==> src/rasc_pkg.sv <==
package rasc_pkg;

  ////////////////////////////////////////////////////////////////////////////////
  // Widths and types
  localparam int ADDR_W = 8;
  typedef logic [ADDR_W-1:0] rasc_addr_t;
  typedef logic [9:0]        rasc_volt_t;
  typedef logic [13:0]       rasc_speed_t;
  typedef logic [7:0]        rasc_gain_t;
  typedef logic [15:0]       rasc_timer_t;
  typedef enum logic [1:0] {RASC_IDLE, RASC_RAISE, RASC_HOLD} rasc_state_t;

  ////////////////////////////////////////////////////////////////////////////////
  // Register byte offsets
  localparam rasc_addr_t OFS_MODE     = 8'h00;
  localparam rasc_addr_t OFS_LEVEL    = 8'h04;
  localparam rasc_addr_t OFS_LIMIT    = 8'h08;
  localparam rasc_addr_t OFS_VGAIN    = 8'h0c;
  localparam rasc_addr_t OFS_SGAIN    = 8'h10;
  localparam rasc_addr_t OFS_MAXSPD   = 8'h14;
  localparam rasc_addr_t OFS_RATED    = 8'h18;
  localparam rasc_addr_t OFS_EXTDISP  = 8'h1c;
  localparam rasc_addr_t OFS_OLTIMER  = 8'h20;
  localparam rasc_addr_t OFS_STATUS   = 8'h24;

  // Status field positions
  localparam int ST_ACTIVE    = 0;
  localparam int ST_OVERLOAD  = 1;
  localparam int ST_HOLD      = 2;
  localparam int ST_SPEED_LSB = 16;

  ////////////////////////////////////////////////////////////////////////////////
  // Mode codes of avoid_mode_select
  localparam logic [1:0] MODE_OFF    = 2'h0;
  localparam logic [1:0] MODE_ALWAYS = 2'h1;
  localparam logic [1:0] MODE_CONST  = 2'h2;

  // Ranges and values after reset
  localparam rasc_volt_t  LEVEL_MIN      = 10'h12c;
  localparam rasc_volt_t  LEVEL_MAX      = 10'h320;
  localparam rasc_volt_t  LEVEL_RST_LOW  = 10'h190;
  localparam rasc_volt_t  LEVEL_RST_HIGH = 10'h30c;
  localparam rasc_speed_t LIMIT_RST      = 14'h0b4;
  localparam rasc_speed_t LIMIT_MAX_STD  = 14'h384;
  localparam rasc_speed_t LIMIT_MAX_BIG  = 14'h258;
  localparam rasc_speed_t LIMIT_NONE     = 14'h270f;
  localparam rasc_speed_t MAXSPD_RST     = 14'h0bb8;
  localparam rasc_speed_t RATED_RST      = 14'h0708;
  localparam rasc_gain_t  GAIN_RST       = 8'h64;
  localparam rasc_gain_t  GAIN_MAX       = 8'hc8;
  localparam logic [1:0]  MODE_RST       = 2'h0;
  localparam logic [7:0]  EXTDISP_RST    = 8'h00;
  localparam rasc_timer_t OLTIMER_RST    = 16'h0000;

  // Both gains are percent, so their product is scaled by 100 * 100
  localparam logic [25:0] GAIN_SCALE = 26'h2710;
  // 7.5 percent of rated speed as the ratio 3 / 40
  localparam logic [19:0] FLOOR_NUM  = 20'h3;
  localparam logic [19:0] FLOOR_DEN  = 20'h28;

  ////////////////////////////////////////////////////////////////////////////////
  // Timing: compensation steps and overload timer count in 1 us ticks
  localparam int CLK_PERIOD_NS  = 10;
  localparam int TICK_PERIOD_NS = 1000;
  localparam int TICK_CYCLES    = TICK_PERIOD_NS / CLK_PERIOD_NS;
  localparam logic [6:0] TICK_LAST = 7'(TICK_CYCLES - 1);

endpackage

==> src/rasc_gain_if.sv <==
`timescale 1ns/1ps
// Carries the voltage excess and both gains to the increment calculator
interface rasc_gain_if;
  import rasc_pkg::*;
  rasc_volt_t  excess;
  rasc_gain_t  voltGain;
  rasc_gain_t  speedGain;
  rasc_speed_t increment;
  modport calc (input excess, input voltGain, input speedGain, output increment);
  modport user (output excess, output voltGain, output speedGain, input increment);
endinterface

==> src/rasc_gain_calc.sv <==
`timescale 1ns/1ps
module rasc_gain_calc (
  rasc_gain_if.calc gif
);
  import rasc_pkg::*;

  logic [25:0] product;
  logic [25:0] quotient;

  // Step grows with the overshoot, so the ramp follows the regeneration load
  assign product  = 26'(gif.excess) * 26'(gif.voltGain) * 26'(gif.speedGain);
  assign quotient = product / GAIN_SCALE;

  // Saturate rather than wrap, a wrapped step would drop the speed
  assign gif.increment = (quotient > 26'(14'h3fff)) ? 14'h3fff : quotient[13:0];
endmodule

==> src/rasc_regen_avoid.sv <==
// The APB slave port and the placing of the registers are this design's own decisions.
`timescale 1ns/1ps
// How it works
// - Mode 0 off, 1 always on, 2 only at constant speed.
// - Avoidance starts when bus voltage reaches or exceeds the avoidance level.
// - Level accepts 300 to 800 V; resets to 400 or 780 by class.
// - Compensation limit resets to 180; range 0 to 900, or 600 on big units.
// - Accelerating or steady, compensation is capped at start speed plus limit.
// - Decelerating over the limit, hold limit until speed falls to half limit.
// - While avoiding, output speed never exceeds the maximum speed setting; idle passes the command unclamped.
// - Limit value 9999 removes the compensation cap.
// - Voltage gain 0 to 200 percent scales reaction; larger reacts faster.
// - Separate speed gain 0 to 200 percent also scales the compensation.
// - No avoidance at or below 7.5 percent of rated speed.
// - While acting, show overvoltage stall and drive the overload output.
// - While acting, stall prevention is active too.
// - Overload output waits for its own timer after avoidance starts.
// - Ramp during avoidance follows the regeneration load.
// - Settings other than extended display select accept writes only while it is zero.
module rasc_regen_avoid #(
  parameter bit HIGH_VOLT_CLASS = 1'b0,
  parameter bit LARGE_UNIT      = 1'b0
) (
  input  wire logic               clk,
  input  wire logic               reset,
  input  wire logic               psel,
  input  wire logic               penable,
  input  wire logic               pwrite,
  input  wire rasc_pkg::rasc_addr_t paddr,
  input  wire logic [31:0]        pwdata,
  output logic [31:0]             prdata,
  output logic                    pready,
  output logic                    pslverr,
  input  wire rasc_pkg::rasc_volt_t  busVoltage,
  input  wire rasc_pkg::rasc_speed_t speedCmd,
  input  wire rasc_pkg::rasc_speed_t motorSpeed,
  input  wire logic               accelerating,
  input  wire logic               decelerating,
  output rasc_pkg::rasc_speed_t   speedCmdOut,
  output logic                    ovStallIndicate,
  output logic                    overloadStatusOut,
  output logic                    stallPrevent
);
  import rasc_pkg::*;

  localparam rasc_volt_t  LEVEL_RST = HIGH_VOLT_CLASS ? LEVEL_RST_HIGH : LEVEL_RST_LOW;
  localparam rasc_speed_t LIMIT_MAX = LARGE_UNIT ? LIMIT_MAX_BIG : LIMIT_MAX_STD;

  ////////////////////////////////////////////////////////////////////////////////
  // Settings
  logic [1:0]  avoidMode;
  rasc_volt_t  avoidLevel;
  rasc_speed_t compLimit;
  rasc_gain_t  voltGain;
  rasc_gain_t  speedGain;
  rasc_speed_t maxSpeed;
  rasc_speed_t ratedSpeed;
  logic [7:0]  extDisplay;
  rasc_timer_t overloadOutputTimer;
  logic [1:0]  next_avoidMode;
  rasc_volt_t  next_avoidLevel;
  rasc_speed_t next_compLimit;
  rasc_gain_t  next_voltGain;
  rasc_gain_t  next_speedGain;
  rasc_speed_t next_maxSpeed;
  rasc_speed_t next_ratedSpeed;
  logic [7:0]  next_extDisplay;
  rasc_timer_t next_overloadOutputTimer;

  // Bus answer
  logic [31:0] next_prdata;
  logic        next_pready;
  logic        next_pslverr;
  logic        setupPhase;
  logic        wrCommit;
  logic        mapped;
  logic        refused;
  logic [31:0] readData;

  // Avoidance state
  rasc_state_t state;
  rasc_state_t next_state;
  rasc_speed_t comp;
  rasc_speed_t next_comp;
  rasc_speed_t baseSpeed;
  rasc_speed_t next_baseSpeed;
  rasc_speed_t next_speedCmdOut;
  logic [14:0] compSum;
  logic [14:0] boosted;
  logic        enabled;
  logic        speedOk;
  logic        overLevel;
  logic        trigger;
  logic        limitOn;
  logic        holdExit;

  // Tick and overload timer
  logic [6:0]  tickCount;
  logic [6:0]  next_tickCount;
  logic        tick;
  rasc_timer_t overloadCount;
  rasc_timer_t next_overloadCount;
  logic        next_ovStallIndicate;
  logic        next_overloadStatusOut;

  rasc_gain_if gif ();

  rasc_gain_calc u_gain (
    .gif (gif.calc)
  );

  ////////////////////////////////////////////////////////////////////////////////
  // APB decode: answers one cycle after setup, so every access has no wait state
  assign setupPhase = psel & ~penable;
  assign wrCommit   = psel & penable & pready & pwrite & ~pslverr;

  always_comb begin
    mapped   = 1'b1;
    refused  = 1'b0;
    readData = 32'h0000_0000;
    case (paddr)
      OFS_MODE: begin
        readData = 32'(avoidMode);
        refused  = (pwdata > 32'(MODE_CONST));
      end
      OFS_LEVEL: begin
        readData = 32'(avoidLevel);
        refused  = (pwdata < 32'(LEVEL_MIN)) | (pwdata > 32'(LEVEL_MAX));
      end
      OFS_LIMIT: begin
        readData = 32'(compLimit);
        refused  = (pwdata > 32'(LIMIT_MAX)) & (pwdata != 32'(LIMIT_NONE));
      end
      OFS_VGAIN: begin
        readData = 32'(voltGain);
        refused  = (pwdata > 32'(GAIN_MAX));
      end
      OFS_SGAIN: begin
        readData = 32'(speedGain);
        refused  = (pwdata > 32'(GAIN_MAX));
      end
      OFS_MAXSPD: begin
        readData = 32'(maxSpeed);
        refused  = (pwdata > 32'(14'h3fff));
      end
      OFS_RATED: begin
        readData = 32'(ratedSpeed);
        refused  = (pwdata > 32'(14'h3fff)) | (pwdata == 32'h0000_0000);
      end
      OFS_EXTDISP: begin
        readData = 32'(extDisplay);
        refused  = (pwdata > 32'h0000_00ff);
      end
      OFS_OLTIMER: begin
        readData = 32'(overloadOutputTimer);
        refused  = (pwdata > 32'h0000_ffff);
      end
      OFS_STATUS: begin
        readData[ST_ACTIVE]                       = ovStallIndicate;
        readData[ST_OVERLOAD]                     = overloadStatusOut;
        readData[ST_HOLD]                         = (state == RASC_HOLD);
        readData[ST_SPEED_LSB +: $bits(rasc_speed_t)] = speedCmdOut;
        refused                                   = 1'b1; // Read only
      end
      default: mapped = 1'b0;
    endcase
    // Settings other than the extended display selection lock while it is nonzero
    if (paddr != OFS_EXTDISP && extDisplay != 8'h00) begin
      refused = 1'b1;
    end
  end

  // Answer registered so that bus outputs come straight from flops
  always_comb begin
    next_pready  = setupPhase;
    next_prdata  = (setupPhase & ~pwrite & mapped) ? readData : 32'h0000_0000;
    next_pslverr = setupPhase & (~mapped | (pwrite & refused));
  end

  // A refused or unmapped write leaves every setting untouched
  always_comb begin
    next_avoidMode  = avoidMode;
    next_avoidLevel = avoidLevel;
    next_compLimit  = compLimit;
    next_voltGain   = voltGain;
    next_speedGain  = speedGain;
    next_maxSpeed   = maxSpeed;
    next_ratedSpeed = ratedSpeed;
    next_extDisplay = extDisplay;
    next_overloadOutputTimer = overloadOutputTimer;
    if (wrCommit) begin
      case (paddr)
        OFS_MODE:    next_avoidMode  = pwdata[1:0];
        OFS_LEVEL:   next_avoidLevel = pwdata[9:0];
        OFS_LIMIT:   next_compLimit  = pwdata[13:0];
        OFS_VGAIN:   next_voltGain   = pwdata[7:0];
        OFS_SGAIN:   next_speedGain  = pwdata[7:0];
        OFS_MAXSPD:  next_maxSpeed   = pwdata[13:0];
        OFS_RATED:   next_ratedSpeed = pwdata[13:0];
        OFS_EXTDISP: next_extDisplay = pwdata[7:0];
        OFS_OLTIMER: next_overloadOutputTimer = pwdata[15:0];
        default:     next_overloadOutputTimer = overloadOutputTimer;
      endcase
    end
  end

  // Register file and bus answer
  always_ff @(posedge clk) begin
    if (reset) begin
      avoidMode  <= MODE_RST;
      avoidLevel <= LEVEL_RST;
      compLimit  <= LIMIT_RST;
      voltGain   <= GAIN_RST;
      speedGain  <= GAIN_RST;
      maxSpeed   <= MAXSPD_RST;
      ratedSpeed <= RATED_RST;
      extDisplay <= EXTDISP_RST;
      overloadOutputTimer <= OLTIMER_RST;
      prdata     <= 32'h0000_0000;
      pready     <= 1'b0;
      pslverr    <= 1'b0;
    end else begin
      avoidMode  <= next_avoidMode;
      avoidLevel <= next_avoidLevel;
      compLimit  <= next_compLimit;
      voltGain   <= next_voltGain;
      speedGain  <= next_speedGain;
      maxSpeed   <= next_maxSpeed;
      ratedSpeed <= next_ratedSpeed;
      extDisplay <= next_extDisplay;
      overloadOutputTimer <= next_overloadOutputTimer;
      prdata     <= next_prdata;
      pready     <= next_pready;
      pslverr    <= next_pslverr;
    end
  end

  ////////////////////////////////////////////////////////////////////////////////
  // Qualifiers; mode 3 is never stored, so it cannot enable anything
  assign enabled   = (avoidMode == MODE_ALWAYS) |
                     ((avoidMode == MODE_CONST) & ~accelerating & ~decelerating);
  assign speedOk   = (20'(motorSpeed) * FLOOR_DEN) > (20'(ratedSpeed) * FLOOR_NUM);
  assign overLevel = (busVoltage >= avoidLevel);
  assign trigger   = enabled & speedOk & overLevel;
  assign limitOn   = (compLimit != LIMIT_NONE);
  assign holdExit  = ~enabled | ~speedOk | (motorSpeed <= {1'b0, compLimit[13:1]});

  // Increment path through the gain calculator
  assign gif.excess    = overLevel ? (busVoltage - avoidLevel) : 10'h000;
  assign gif.voltGain  = voltGain;
  assign gif.speedGain = speedGain;
  assign compSum       = {1'b0, comp} + {1'b0, gif.increment};
  assign boosted       = {1'b0, baseSpeed} + {1'b0, comp};

  // Steps once per tick, so gains set the ramp rather than the clock rate
  always_comb begin
    next_state     = state;
    next_comp      = comp;
    next_baseSpeed = baseSpeed;
    unique case (state)
      RASC_IDLE: begin
        if (trigger) begin
          next_state     = RASC_RAISE;
          next_baseSpeed = speedCmd;
          next_comp      = 14'h0000;
        end
      end
      RASC_RAISE: begin
        if (!trigger) begin
          next_state = RASC_IDLE;
          next_comp  = 14'h0000;
        end else if (tick) begin
          if (limitOn && compSum > {1'b0, compLimit}) begin
            next_comp = compLimit;
            if (decelerating) begin
              next_state = RASC_HOLD;
            end
          end else begin
            next_comp = compSum[14] ? 14'h3fff : compSum[13:0];
          end
        end
      end
      RASC_HOLD: begin
        if (holdExit) begin
          next_state = RASC_IDLE;
          next_comp  = 14'h0000;
        end
      end
    endcase
  end

  // Idle passes the ordinary command straight through
  always_comb begin
    if (state == RASC_IDLE) begin
      next_speedCmdOut = speedCmd;
    end else if (boosted > {1'b0, maxSpeed}) begin
      next_speedCmdOut = maxSpeed;
    end else begin
      next_speedCmdOut = boosted[13:0];
    end
  end

  always_ff @(posedge clk) begin
    if (reset) begin
      state       <= RASC_IDLE;
      comp        <= 14'h0000;
      baseSpeed   <= 14'h0000;
      speedCmdOut <= 14'h0000;
    end else begin
      state       <= next_state;
      comp        <= next_comp;
      baseSpeed   <= next_baseSpeed;
      speedCmdOut <= next_speedCmdOut;
    end
  end

  ////////////////////////////////////////////////////////////////////////////////
  // Microsecond tick and overload delay
  assign tick = (tickCount == TICK_LAST);

  always_comb begin
    next_tickCount         = tick ? 7'h00 : tickCount + 7'h01;
    next_overloadCount     = overloadCount;
    next_ovStallIndicate   = (state != RASC_IDLE);
    next_overloadStatusOut = 1'b0;
    if (state == RASC_IDLE) begin
      next_overloadCount = 16'h0000;
    end else begin
      // Output only after the timer; with a zero timer it rises together with the stall indication
      next_overloadStatusOut = (overloadCount >= overloadOutputTimer);
      if (tick && overloadCount != 16'hffff) begin
        next_overloadCount = overloadCount + 16'h0001;
      end
    end
  end

  always_ff @(posedge clk) begin
    if (reset) begin
      tickCount         <= 7'h00;
      overloadCount     <= 16'h0000;
      ovStallIndicate   <= 1'b0;
      overloadStatusOut <= 1'b0;
      stallPrevent      <= 1'b0;
    end else begin
      tickCount         <= next_tickCount;
      overloadCount     <= next_overloadCount;
      ovStallIndicate   <= next_ovStallIndicate;
      overloadStatusOut <= next_overloadStatusOut;
      stallPrevent      <= next_ovStallIndicate;
    end
  end
endmodule

==> config.mk <==
export PLATFORM = sky130hd
export DESIGN_NAME = rasc_regen_avoid
export DESIGN_NICKNAME = d
export VERILOG_FILES = /design/src/rasc_pkg.sv /design/src/rasc_gain_if.sv /design/src/rasc_gain_calc.sv /design/src/rasc_regen_avoid.sv
export SDC_FILE = /design/constraint.sdc
export NUM_CORES = 1
export LEC_CHECK = 0
export BUFFER_PORTS_ARGS = -buffer_cell sky130_fd_sc_hd__buf_2
export CORE_MARGIN = 2
export CORE_UTILIZATION = 40
export DETAILED_ROUTE_END_ITERATION = 16
export GPL_TIMING_DRIVEN = 0
export SLEW_MARGIN = 20
export SYNTH_ARGS = -nofsm -noshare
export SYNTH_HDL_FRONTEND = slang
export SYNTH_HIERARCHICAL = 1
export SYNTH_SLANG_ARGS = --single-unit
==> constraint.sdc <==
create_clock -name clk -period 65.6 [get_ports clk]
set_input_delay 9.84 -clock clk [delete_from_list [all_inputs] [get_ports clk]]
set_output_delay 9.84 -clock clk [all_outputs]
set_load 0.02 [all_outputs]
==> results.json <==
{
  "outcome": "complete, no violations",
  "via_per_inst": 5.59,
  "grt_max_degree": 20,
  "ys_types": 131,
  "critPathKind": "in -> reg",
  "cpMaxStageDelayCell": "mux2i_1",
  "yosysWarnings": 6,
  "die_h_um": 253,
  "synth_area_leaders": "dfxtp_1, fa_1, ha_1",
  "worstSkewPairLatency_ns": 0.45,
  "pin_count": 136,
  "ys_ff_latch": 195,
  "async_flop_share_pct": 0,
  "placed_cells": 4067,
  "dominantRegCellSynth": "dfxtp_1",
  "grt_usage_pct": 23.1,
  "tritoncts": "done",
  "start_util_pct": 40.4,
  "fin_crit_sh_pct": 57.3,
  "gp_congestion": 0.960,
  "worstHoldPathType": "reg -> reg",
  "die-area_mm2": 0.0642,
  "cpMostUsedCell": "fa_1",
  "nNetsFinal": 3717,
  "setup-violations-final": 0,
  "routedWlPerCell_um": 18.2,
  "cp.buffers_inverters": 10,
  "syn_avg_cell_area_um2": 8.03,
  "skew_ns": 0.0120,
  "end_kind": "register",
  "cts_sinks": 195,
  "drive_gt1_share_pct": 9.75,
  "period_needed_ns": 37.57,
  "worstPathRequired_ns": 65.94,
  "path_max_fanout": 10,
  "clkTransAtPathRegs_ns": 0.07,
  "syn_area_mm2": 0.0249,
  "totalWireLength_mm": 74.5,
  "synth_area_leader_cell": "dfxtp_1",
  "cp-start-kind": "input port",
  "antenna_found_initial": 1,
  "drt_iter0_drc": 1736,
  "holdBufCountCts": 0,
  "grt_pass1_vias": 22000,
  "max_cap_viol_count": 0,
  "ant_nets": 0,
  "max_slew_margin_pct": 24.7,
  "r2r_setup_slack_ns": 37.13,
  "htree_levels": 4,
  "core_region_area_mm2": 0.0616,
  "syn_inst": 3097,
  "postCtsSetupBuffers": 0,
  "worst_ep_arrival_time_ns": 37.91,
  "tightest_slew_ns": 1.12,
  "vias": 22900,
  "synth_edf_count": 0,
  "numPortBuffers": 131,
  "synth_top_area_share_pct": 15.7,
  "rsz0062_at_grt": "no",
  "drc": 0,
  "die_x_um": 253,
  "grt_first_pass_wirelength_mm": 120,
  "rows": 91,
  "hold_violations": 0,
  "stdcell_count": 4100,
  "cts_made_buffers": 17,
  "slew_viol_final": 0,
  "fmax_ghz": 0.0266,
  "hpwlAfterDp_mm": 60.0,
  "cts_resized": 0,
  "cts.path.max_buffers": 2,
  "area_growth_pct": 9.30,
  "dp_slack_ns": 27.85,
  "grt_overflow": 0,
  "critPathTopFamily": "compound AO/OA/AOI/OAI gates",
  "cpPeakStageDelay_ns": 0.75,
  "fin_tns_setup_ns": 0,
  "ys_seq_area_share_pct": 15.7,
  "worst_slack_ns": 28.03,
  "cts_root_buffer": "clkbuf_16",
  "drtPass1Iterations": 6
}
-- final timing paths --
check,startpoint,to,cells past startpoint
setup / recovery,busVoltage[0],comp[7]$_SDFFE_PP0P_,104
hold / removal,tickCount[0]$_SDFF_PP0_,tickCount[0]$_SDFF_PP0_,1
setup reg to reg,avoidLevel[0]$_SDFFE_PP0P_,comp[7]$_SDFFE_PP0P_,102
hold reg to reg,tickCount[0]$_SDFF_PP0_,tickCount[0]$_SDFF_PP0_,1
-- routing by layer --
metal / wire (µm) / up-vias / global-route usage (%)
met5: 0 / - / 0
met4: 2160 / 0 / 6.26
met3: 3450 / 125 / 1.78
met2: 34900 / 641 / 39.5
met1: 33900 / 10900 / 31.3
li1: - / 11300 / -
-- synthesized netlist by cell type, types with 35 or more instances --
library cell / instances
nand2_1: 353
inv_1: 281
ha_1: 234
nor2_1: 210
a21oi_1: 197
dfxtp_1: 195
and2_1: 185
fa_1: 149
xnor2_1: 95
nand3_1: 90
o21ai_0: 89
clkbuf_1: 76
mux2i_1: 71
nor3_1: 65
a211oi_1: 46
xor2_1: 46
a21o_1: 41
and3_1: 39
o211ai_1: 35
-- state kept, by name, indices dropped and copies added, names as in the netlist, 10 cells and up --
signal	cells
avoidLevel	10
baseSpeed	14
comp	14
compLimit	14
maxSpeed	14
overloadCount	16
overloadOutputTimer	16
prdata	30
ratedSpeed	14
speedCmdOut	14
-- layout by cell type, fill, tap and decap left out, types with 35 or more instances in the layout --
cell,instances
nand2_1,353
inv_1,281
ha_1,234
nor2_1,210
a21oi_1,197
dfxtp_1,195
and2_1,185
fa_1,149
buf_2,146
xnor2_1,95
nand3_1,90
o21ai_0,89
clkbuf_1,77
mux2i_1,71
nor3_1,65
xor2_1,46
a211oi_1,46
a21o_1,41
and3_1,39
o211ai_1,35
-- final cells by class --
class / instances / area [µm²]
tap: 837 / 1050
clock inverter: 12 / 136
inverter: 286 / 1070
timing repair buffer: 132 / 661
buffer: 109 / 524
sequential: 195 / 3900
multi-input combinational: 2508 / 19400
clock buffer: 20 / 457
fill: 6350 / 34400
antenna: 1 / 2.50
-- metrics by stage --
step | instance area, µm² | utilization (%) | hold WS [ns]
floorplan | 24900 | - | 0.413
global placement | 26600 | 43.1 | 0.431
detailed placement | 26600 | 43.2 | 0.437
CTS | 27200 | 44.1 | 0.448
global route | 27200 | 44.1 | 0.474
finish | 27200 | 44.1 | 0.443
-- cell families (layout without fill, tap and decap cells) --
logic type | Yosys count | in the layout | synth area share, %
other cells | 2 | 4 | 0.0302
mux | 79 | 79 | 3.29
buf+inv | 395 | 559 | 6.43
flops | 195 | 195 | 15.7
fa+ha+maj | 387 | 387 | 23.9
simple gates | 1124 | 1124 | 22.6
xor+xnor | 150 | 150 | 5.60
compound gates | 765 | 765 | 22.4
Power is not shown: default switching activity piles up to over one toggle a cycle in this logic, so the estimate is an artifact.
